### src/design/sftrr_defs.svh
`ifndef SFTRR_DEFS_SVH
`define SFTRR_DEFS_SVH

// Command opcode
`define SFTRR_OPC_READ_TABLE 8'h5A
// Table content
`define SFTRR_UNDEF_BYTE 8'hFF
`define SFTRR_SIG_B0 8'h53
`define SFTRR_SIG_B1 8'h46
`define SFTRR_SIG_B2 8'h44
`define SFTRR_SIG_B3 8'h50
`define SFTRR_REV_MINOR 8'h00
`define SFTRR_REV_MAJOR 8'h01
`define SFTRR_NUM_HDR_M1 8'h01
`define SFTRR_STD_TABLE_ID 8'h00
`define SFTRR_HDR0_LEN 8'h09
`define SFTRR_HDR0_PTR 8'h30
`define SFTRR_HDR1_LEN 8'h03
`define SFTRR_HDR1_PTR 8'h60
`define SFTRR_PTR_HI 8'h00
// Basic byte 0: [1:0]=01 4KB erase, [2]=1 64B gran, [3]=0 NV BP, [7:5]=111
`define SFTRR_BASIC_B0 8'hE5
// Table span; addresses wrap past this
`define SFTRR_TABLE_LAST 24'h0000FF
// Phase lengths in serial clocks
`define SFTRR_OPC_BITS 6'h08
`define SFTRR_HDR_BITS 6'h20

`endif

### src/design/sftrr_pkg.sv
package sftrr_pkg;
    // Protocol phase of the responder
    typedef enum logic [1:0] {
        SFTRR_IDLE,
        SFTRR_OPCODE,
        SFTRR_HEADER,
        SFTRR_STREAM
    } sftrr_phase_e;

    // Sampled pin group
    typedef struct packed {
        logic cs_n;
        logic sclk;
        logic mosi;
    } sftrr_pins_s;
endpackage

### src/design/sftrr_responder.sv
`timescale 1ns/1ps
`include "sftrr_defs.svh"
// Notes on behaviour
// - Opcode 5A selects the parameter table
// - Three address bytes, dummy; rising-edge sampling
// - Output changes on falling serial edges
// - Any start address is accepted
// - Address advances after each byte
// - Address wraps to zero past table end
// - Chip select high ends command, releases output
// - Command ignored while array cycle busy
// - Signature and revision bytes 00 to 05
// - Byte 06 holds header count minus one
// - Bytes 07, 0F, 17 fixed at FF
// - First header: id, revision, length nine
// - First header pointer is 30 00 00
// - Second header revision, length, pointer 60
// - Byte 30 bits 1:0 read 01
// - Byte 30 bit 2 reads one
// - Byte 30 bit 3 reads zero
module sftrr_responder
    import sftrr_pkg::*;
#(
    parameter int ADDR_W = 24,
    parameter logic [7:0] VENDOR_ID = 8'hA5 // Arbitrary neutral value
) (
    input wire logic clk,
    input wire logic arst_n,
    input wire logic cs_n,
    input wire logic sclk,
    input wire logic mosi,
    input wire logic array_busy,
    output logic miso,
    output logic miso_oe,
    output logic cmd_active
);

////////////////////////////////////////////////////////////////////////////
// Reset release and input synchronisers

// Reset copy, released two clocks after arst_n rises
logic [1:0] rst_sync;
logic rst_n;

always_ff @(posedge clk or negedge arst_n) begin
    if (!arst_n) begin
        rst_sync <= 2'h0;
    end else begin
        rst_sync <= {rst_sync[0], 1'h1};
    end
end
assign rst_n = rst_sync[1];

// Two-stage pin synchronisers; stage one is read only by stage two
sftrr_pins_s pins_meta;
sftrr_pins_s pins_sync;
sftrr_pins_s pins_last;
logic busy_meta;
logic busy_sync;

always_ff @(posedge clk or negedge rst_n) begin
    if (!rst_n) begin
        pins_meta <= '{cs_n: 1'h1, sclk: 1'h0, mosi: 1'h0};
        pins_sync <= '{cs_n: 1'h1, sclk: 1'h0, mosi: 1'h0};
        pins_last <= '{cs_n: 1'h1, sclk: 1'h0, mosi: 1'h0};
        busy_meta <= 1'h0;
        busy_sync <= 1'h0;
    end else begin
        pins_meta <= '{cs_n: cs_n, sclk: sclk, mosi: mosi};
        pins_sync <= pins_meta;
        pins_last <= pins_sync;
        busy_meta <= array_busy;
        busy_sync <= busy_meta;
    end
end

// Edge detection on the synchronised serial clock
logic sclk_rise;
logic sclk_fall;
logic selected;
assign sclk_rise = pins_sync.sclk & ~pins_last.sclk;
assign sclk_fall = ~pins_sync.sclk & pins_last.sclk;
assign selected = ~pins_sync.cs_n;

////////////////////////////////////////////////////////////////////////////
// Table lookup

// Fixed content; nothing can change it, so FF slots stay FF
function automatic logic [7:0] table_byte(input logic [ADDR_W-1:0] a,
                                           input logic [7:0] vid);
    logic [7:0] b;
    b = `SFTRR_UNDEF_BYTE;
    unique case (a[7:0])
        8'h00: b = `SFTRR_SIG_B0;
        8'h01: b = `SFTRR_SIG_B1;
        8'h02: b = `SFTRR_SIG_B2;
        8'h03: b = `SFTRR_SIG_B3;
        8'h04: b = `SFTRR_REV_MINOR;
        8'h05: b = `SFTRR_REV_MAJOR;
        8'h06: b = `SFTRR_NUM_HDR_M1;
        8'h08: b = `SFTRR_STD_TABLE_ID;
        8'h09: b = `SFTRR_REV_MINOR;
        8'h0A: b = `SFTRR_REV_MAJOR;
        8'h0B: b = `SFTRR_HDR0_LEN;
        8'h0C: b = `SFTRR_HDR0_PTR;
        8'h0D: b = `SFTRR_PTR_HI;
        8'h0E: b = `SFTRR_PTR_HI;
        8'h10: b = vid;
        8'h11: b = `SFTRR_REV_MINOR;
        8'h12: b = `SFTRR_REV_MAJOR;
        8'h13: b = `SFTRR_HDR1_LEN;
        8'h14: b = `SFTRR_HDR1_PTR;
        8'h15: b = `SFTRR_PTR_HI;
        8'h16: b = `SFTRR_PTR_HI;
        8'h30: b = `SFTRR_BASIC_B0;
        default: b = `SFTRR_UNDEF_BYTE;
    endcase
    // Addresses beyond the low 256 hold nothing
    if ((a & ~`SFTRR_TABLE_LAST) != '0) begin
        b = `SFTRR_UNDEF_BYTE;
    end
    return b;
endfunction

////////////////////////////////////////////////////////////////////////////
// Command sequencing

sftrr_phase_e phase;
logic [5:0] bit_cnt; // Bits seen in opcode or header phase
logic [31:0] shift_in; // Opcode, then address and dummy
logic [ADDR_W-1:0] tbl_addr; // Address of byte now shifting out
logic [7:0] out_byte; // Byte being shifted out
logic [2:0] out_bit; // Bits of out_byte already driven
logic [7:0] next_opcode;

assign next_opcode = {shift_in[6:0], pins_sync.mosi};

// Phase machine: leaves idle on the first selected clock, then advances on sampled rising edges only
always_ff @(posedge clk or negedge rst_n) begin
    if (!rst_n) begin
        phase <= SFTRR_IDLE;
        bit_cnt <= 6'h00;
        shift_in <= 32'h0;
    end else if (!selected) begin
        phase <= SFTRR_IDLE;
        bit_cnt <= 6'h00;
    end else begin
        unique case (phase)
            SFTRR_IDLE: begin
                phase <= SFTRR_OPCODE;
                bit_cnt <= 6'h00;
            end
            SFTRR_OPCODE: begin
                if (sclk_rise) begin
                    shift_in <= {shift_in[30:0], pins_sync.mosi};
                    bit_cnt <= bit_cnt + 6'h01;
                    if (bit_cnt == `SFTRR_OPC_BITS - 6'h01) begin
                        bit_cnt <= 6'h00;
                        // Reject while busy so the array cycle is untouched
                        if (next_opcode == `SFTRR_OPC_READ_TABLE
                            && !busy_sync) begin
                            phase <= SFTRR_HEADER;
                        end else begin
                            phase <= SFTRR_STREAM;
                        end
                    end
                end
            end
            SFTRR_HEADER: begin
                if (sclk_rise) begin
                    shift_in <= {shift_in[30:0], pins_sync.mosi};
                    bit_cnt <= bit_cnt + 6'h01;
                    if (bit_cnt == `SFTRR_HDR_BITS - 6'h01) begin
                        phase <= SFTRR_STREAM;
                    end
                end
            end
            SFTRR_STREAM: begin
                phase <= SFTRR_STREAM;
            end
        endcase
    end
end

// Streaming only for an accepted command; rejected ones sit silent
logic streaming;
always_ff @(posedge clk or negedge rst_n) begin
    if (!rst_n) begin
        streaming <= 1'h0;
    end else if (!selected) begin
        streaming <= 1'h0;
    end else if (phase == SFTRR_HEADER && sclk_rise
                 && bit_cnt == `SFTRR_HDR_BITS - 6'h01) begin
        streaming <= 1'h1;
    end
end

// Address load after header, then advance per byte
always_ff @(posedge clk or negedge rst_n) begin
    if (!rst_n) begin
        tbl_addr <= '0;
        out_byte <= 8'h00;
        out_bit <= 3'h0;
    end else if (phase == SFTRR_HEADER && sclk_rise
                 && bit_cnt == `SFTRR_HDR_BITS - 6'h01) begin
        // Address sits in bits 30:7, as the last dummy bit is not shifted in yet; bits 6:0 are dummy
        tbl_addr <= shift_in[30:7];
        out_byte <= table_byte(shift_in[30:7], VENDOR_ID);
        out_bit <= 3'h0;
    end else if (streaming && sclk_fall) begin
        out_bit <= out_bit + 3'h1;
        if (out_bit == 3'h7) begin
            // Wrap keeps the stream going while clocks continue
            if ((tbl_addr & `SFTRR_TABLE_LAST) == `SFTRR_TABLE_LAST) begin
                tbl_addr <= '0;
                out_byte <= table_byte('0, VENDOR_ID);
            end else begin
                tbl_addr <= tbl_addr + ADDR_W'(1);
                out_byte <= table_byte(tbl_addr + ADDR_W'(1), VENDOR_ID);
            end
        end
    end
end

// Output pin: MSB first, updated on each falling edge
always_ff @(posedge clk or negedge rst_n) begin
    if (!rst_n) begin
        miso <= 1'h0;
        miso_oe <= 1'h0;
    end else if (!selected) begin
        miso_oe <= 1'h0;
        miso <= 1'h0;
    end else if (streaming && sclk_fall) begin
        miso_oe <= 1'h1;
        miso <= out_byte[3'h7 - out_bit];
    end else if (!streaming) begin
        miso_oe <= 1'h0;
    end
end

// Status flag for the surrounding device
always_ff @(posedge clk or negedge rst_n) begin
    if (!rst_n) begin
        cmd_active <= 1'h0;
    end else begin
        cmd_active <= streaming & selected;
    end
end
endmodule

### config.mk
export PLATFORM = sky130hd
export DESIGN_NAME = sftrr_responder
export DESIGN_NICKNAME = d
export VERILOG_FILES = /design/src/design/sftrr_pkg.sv /design/src/design/sftrr_responder.sv
export VERILOG_INCLUDE_DIRS = /design/src /design/src/design
export SDC_FILE = /design/constraint.sdc
export NUM_CORES = 1
export LEC_CHECK = 0
export BUFFER_PORTS_ARGS = -buffer_cell sky130_fd_sc_hd__buf_2
export CORE_ASPECT_RATIO = 1.4
export CORE_MARGIN = 3
export CORE_UTILIZATION = 45
export DETAILED_ROUTE_END_ITERATION = 8
export SLEW_MARGIN = 20
export SYNTH_ARGS = -nofsm -noshare
export SYNTH_HDL_FRONTEND = slang
export SYNTH_SLANG_ARGS = --single-unit
### constraint.sdc
create_clock -name clk -period 3.99 [get_ports clk]
set_input_delay 0.798 -clock clk [delete_from_list [all_inputs] [get_ports clk]]
set_output_delay 0.798 -clock clk [all_outputs]
set_load 0.01 [all_outputs]
* Yosys cells after proc, flatten, opt, wreduce, memory -nomap -nowiden
Memory sizes are Yosys's and may differ from the RTL's.
Index checks and enable logic that the tools add are counted.
** Cells by class
- Add/subtract/negate cells :: 4
- Order comparisons :: 1
- Equal/unequal tests :: 13
- Muxes and demuxes :: 35
- Bitwise operators :: 6
- Reduce and logical (&&, ||, !) cells :: 20
** Operator list (count)
- $mux 24 :: 4
- $mux 8 :: 8
- $reduce_bool 24->1 :: 2
- $add 24x1->24 const B :: 1
- $mux 6 :: 4
- $pmux 6 s3 :: 1
- $ne 3x3->1 const B :: 4
- $mux 2 :: 5
- $mux 1 :: 9
- $eq 8x7->1 const B :: 1
- $eq 8x8->1 const B :: 1
- $pmux 2 s4 :: 1
- $reduce_bool 2->1 :: 4
- $add 6x1->6 const B :: 1
- $eq 6x3->1 const B :: 1
- $eq 6x5->1 const B :: 1
- $logic_not 2->1 :: 3
- $mux 3 :: 2
- $reduce_and 3->1 :: 2
- $eq 2x2->1 const B :: 2
- $logic_and 1x1->1 :: 4
- $lt 3x4->1 const B :: 1
- $reduce_and 4->1 :: 1
- $reduce_bool 4->1 :: 1
- other kinds (11) :: 15
** Storage, ports and cells
- Register bits after elaboration :: 89
- Bits in read-only memories :: 1024
- Input bits :: 6
- Output and inout bits :: 3
- Logic and storage cells :: 101
- Memories :: 2
** Memory list
- (name not given) :: depth 64, width 8, rd ports 1, clocked after Yosys merged registers in 0, wr ports 0, RTL line sftrr_responder.sv:93 : unique case (a[7:0])
- (name not given) :: depth 64, width 8, rd ports 1, clocked after Yosys merged registers in 0, wr ports 0, RTL line sftrr_responder.sv:93

* Depth between registers and ports, before layout
- Word-level depth :: 8
- Mapped depth :: 11
- Mapped depth without buffers :: 9

* Worst setup path before layout
No wires, ideal clock.
- Path type :: reg2reg
- Start point :: register tbl_addr[0]
- End point :: register out_byte[1]
- Setup time :: 0.121 ns
- Arrival time :: 2.339 ns
- Data required time :: 3.869 ns
- Setup slack :: 1.530 ns
- Stages on the path, launching flop included :: 12
- Buffers on the path :: 2
- Path through :: dfrtp_1 > ha_1 > and3_1 > buf_2 > and3_1 > buf_6 > inv_1 > ha_1 > o221ai_2 > nor4_4 > nand4_1 > a22o_1
** Between the ends
- Word-level cells in the longest chain between the ends :: 8
** Ends and longest elaborated chain
- from (decl) :: RTL line sftrr_responder.sv:131 : logic [ADDR_W-1:0] tbl_addr;
- from (signal assigned) :: RTL line sftrr_responder.sv:207 : tbl_addr <= shift_in[30:7];
- from (signal assigned) :: RTL line sftrr_responder.sv:218 : tbl_addr <= tbl_addr + ADDR_W'(1);
- $add 24x1->24 :: RTL line sftrr_responder.sv:219 : out_byte <= table_byte(tbl_addr + ADDR_W'(1), VENDOR_ID);
- $mem_v2 64x8 / $logic_not 2->1 (equally long branches)
- $mux 8 :: RTL line sftrr_responder.sv:93
- $mux 8 :: RTL line sftrr_responder.sv:119 : if ((a & ~`SFTRR_TABLE_LAST) != '0) begin
- $mux 8 * :: RTL line sftrr_responder.sv:214 : if ((tbl_addr & `SFTRR_TABLE_LAST) == `SFTRR_TABLE_LAST) begin
- $mux 8 * :: RTL line sftrr_responder.sv:212 : if (out_bit == 3'h7) begin
- $mux 8 * :: RTL line sftrr_responder.sv:210 : end else if (streaming && sclk_fall) begin
- $mux 8 * :: RTL line sftrr_responder.sv:204 : end else if (phase == SFTRR_HEADER && sclk_rise
- to (signal assigned) :: RTL line sftrr_responder.sv:208 : out_byte <= table_byte(shift_in[30:7], VENDOR_ID);
- to (signal assigned) :: RTL line sftrr_responder.sv:216 : out_byte <= table_byte('0, VENDOR_ID);
- to (signal assigned) :: RTL line sftrr_responder.sv:219
- to (decl) :: RTL line sftrr_responder.sv:132 : logic [7:0] out_byte;
Every way passes the cells marked *; elsewhere a longest branch is shown, timed or not. The select of a mux whose other input is x is not followed.
A chain may end at the register's enable or synchronous reset.

* Worst setup path in the final report
- Start point :: register tbl_addr[0]
- End point :: register out_byte[0]
The elaborated chain is that of the path after synthesis.

==> results.py <==
metrics = {
    "die": {
        "die_y_um": 131,
        "io_pins": 9,
        "num_rows": 44,
        "start_util": 0.471,
        "die_width_um": 95.1,
        "dieArea_um2": 12400,
        "core_area_um2": 10600,
    },
    "detailed_routing": {
        "vias_per_cell": 5.86,
        "via_count": 3874,
        "remaining_drc_errors": 0,
        "routed_wl_mm": 11.5,
        "detail_route.iter0.violations": 236,
        "drt_pass1_iterations": 4,
        "routedWlPerCell_um": 17.4,
        "ant_nets": 0,
    },
    "clock_network": {
        "htreeDepth": 3,
        "cts_buffers": 9,
        "hold_buffers": 0,
        "path_clk_slew_ns": 0.07,
        "clk_latency_ns": 0.34,
        "clockBufferDepth": 2,
        "clock-root-buffer": "clkbuf_16",
        "cts_resized": 0,
        "cts_tree": "built",
        "cts_setup_buffers": 0,
        "cts.sinks": 89,
    },
    "critical_path": {
        "arrival_ns": 3.31,
        "crit_path_start_kind": "register",
        "worst-path-buf-inv": 1,
        "cp.required_ns": 4.18,
        "worst-path-max-fanout": 10,
        "slowest_delay_ns": 0.50,
        "path_cells": "ha_1 > and3_1 > and3_1 > inv_1 > ha_1 > o221ai_2 > nor4_4 > o311a_2 > a31oi_1",
        "critical_path_class": "register to register",
        "path_delay_family": "simple AND/OR/NAND/NOR gates",
        "worst_path_max_delay_cell": "dfrtp_1",
        "endpoint_kind": "register",
    },
    "pwr": {
        "internal-power_mw": 1.45,
        "switching_share": 0.255,
        "power.share.sequential": 0.508,
        "p_total_mw": 1.95,
        "pwr-share-comb": 0.091,
        "power.share.clock": 0.402,
        "p_sw_mw": 0.498,
        "power.density_nw_per_um2": 361,
        "cellLeakagePower_nw": 2.46,
        "ir_drop_mv": 0.245,
    },
    "synthesis": {
        "synth_nets": 541,
        "yosys_most_used_dff": "dfrtp_1",
        "synth_cells": 521,
        "synthArstFlopShare": 1.00,
        "ys.warnings.count": 0,
        "synth-seq-cells": 89,
        "syn-cell-area_um2": 5000,
        "yosysUniqueCellTypes": 66,
        "avgSynthCellArea_um2": 9.61,
        "ys_seq_area_frac": 0.445,
        "synth_edf_count": 0,
    },
    "sta": {
        "timing.fmax_mhz": 320,
        "rsz0062_at_grt": "no",
        "finClkSkew_ns": 0.0116,
        "slew_headroom": 0.425,
        "setup_violations": 0,
        "period_share": 0.783,
        "worst_slew_pin_slew_ns": 0.857,
        "finalHoldViolations": 0,
        "fin_tns_setup_ns": 0,
        "finalCriticalPeriod_ns": 3.12,
        "slew_viol_final": 0,
    },
    "global_routing": {
        "gr-total-overflow": 0,
        "grt_pass1_wl_mm": 19.3,
        "grt_max_degree": 60,
        "antenna_found_initial": 0,
        "first_global_vias": 3942,
        "grt_usage": 0.199,
    },
    "layout": {
        "layout.nets": 538,
        "n_antenna_cell": 0,
        "final_layout_size_suffix_gt1_frac": 0.151,
        "syn_to_final_growth_pct": 7.72,
        "final_cell_mix": "86 x dfrtp_1, 53 x nor2_1, 49 x nand2_1",
        "mostFrequentLayoutCell": "dfrtp_1",
    },
    "run": {
        "max_cap_viol_count": 0,
    },
    "hold_path": {
        "min_path_type": "input port to asynchronous set/reset pin",
    },
    "placed_design": {
        "portBuffers": 8,
        "hpwl_mm": 8.26,
        "routabilityCongestion": 0.923,
    },
    "run_status": {
        "outcome": "complete, no violations",
    },
}
[per-layer routing]
metal  track usage  part of all wire  up-vias  routed length, um
met1         0.232              0.42     1887               4840
met2         0.354              0.52       80               5970
li1              -                 -     1882                  -
met4        0.0986             0.029        0                333
met3        0.0281             0.032       25                372
met5             0                 0        -                  0
[metrics by stage]
stage / hold WS (ns) / cells / cell area (um2) / utilization / worst slack, ns
floorplan: 0.331 / 521 / 5000 / - / 1.33
global placement: 0.333 / 645 / 5120 / 0.482 / 1.12
detailed placement: 0.336 / 645 / 5120 / 0.482 / 0.938
CTS: 0.219 / 661 / 5390 / 0.507 / 0.937
global route: 0.219 / 661 / 5390 / 0.507 / 0.708
finish: 0.230 / 661 / 5390 / 0.507 / 0.867
[registers in the layout (all words and copies together) (netlist names), 2 cells and up]
register,count
bit_cnt,6
out_bit,3
out_byte,8
phase,2
pins_meta,3
pins_sync,2
rst_sync,2
shift_in,31
tbl_addr,24
[final timing paths]
path	startpoint	cells past startpoint	endpoint	slack, ns
max	tbl_addr[0]	9	out_byte[0]	0.87
min reg2reg	busy_meta	0	busy_sync	0.35
max in group asynchronous	rst_sync[1]	1	tbl_addr[5]	2.69
min	arst_n	1	rst_sync[1]	0.23
min in group clk	busy_meta	0	busy_sync	0.35
max reg2reg	tbl_addr[0]	9	out_byte[0]	0.87
[cells by family after synthesis]
group,count (synthesis),synth area share
other cells,1,0.000749
simple gates,199,0.207
mux,37,0.0862
flops,89,0.446
compound gates,123,0.156
xor+xnor,18,0.0315
buf+inv,40,0.0377
fa+ha+maj,14,0.0350
[final cells by class]
type,count,area [um2]
fillers,1011,5230
flip-flops and latches,89,2230
multi-input cells,392,2590
repair buffers,13,77.6
well taps,138,173
inverters,13,48.8
clock inverters,6,43.8
clock buffers,10,229
[power groups by stage]
stage               clock, mW  combinational [mW]  sequential, mW
floorplan                   0               0.141           0.999
global placement            0               0.171            1.01
CTS                     0.797               0.179           0.991
global route            0.841               0.196           0.998
detailed placement          0               0.178            1.01
finish                  0.783               0.176           0.989
[cell usage after synthesis, types with 2 or more instances]
cell | number | area [um2]
mux2_2 | 29 | 327
nor4_1 | 7 | 43.8
a2bb2oi_1 | 2 | 17.5
a311oi_1 | 2 | 17.5
nor3b_1 | 2 | 15.0
nand2b_1 | 4 | 25.0
nand3_1 | 19 | 95.1
xnor2_1 | 14 | 123
clkbuf_1 | 17 | 63.8
xor2_1 | 4 | 35.0
nor3_1 | 11 | 55.1
inv_1 | 13 | 48.8
a22o_1 | 4 | 35.0
and3_1 | 9 | 56.3
dfrtp_1 | 87 | 2180
o21a_1 | 3 | 22.5
o22ai_1 | 5 | 31.3
o211ai_1 | 2 | 15.0
and3_2 | 4 | 30.0
a2111oi_0 | 2 | 17.5
buf_2 | 3 | 15.0
a211oi_1 | 7 | 52.6
o31a_1 | 2 | 17.5
a31oi_1 | 10 | 62.6
nor2_1 | 53 | 199
mux4_2 | 2 | 45.0
a21o_1 | 2 | 15.0
o31ai_1 | 5 | 37.5
mux2i_1 | 6 | 60.1
nand2_1 | 49 | 184
or3_1 | 4 | 25.0
o21ai_0 | 30 | 150
and2_1 | 4 | 25.0
nor4_4 | 2 | 42.5
buf_6 | 4 | 45.0
dfstp_2 | 2 | 52.6
and4_1 | 3 | 26.3
a22oi_1 | 2 | 15.0
nor2b_1 | 7 | 43.8
a221oi_1 | 2 | 17.5
or2_2 | 3 | 18.8
nand4_1 | 9 | 56.3
a21oi_1 | 34 | 170
ha_1 | 14 | 175
Power figures use the tool's default switching activity.
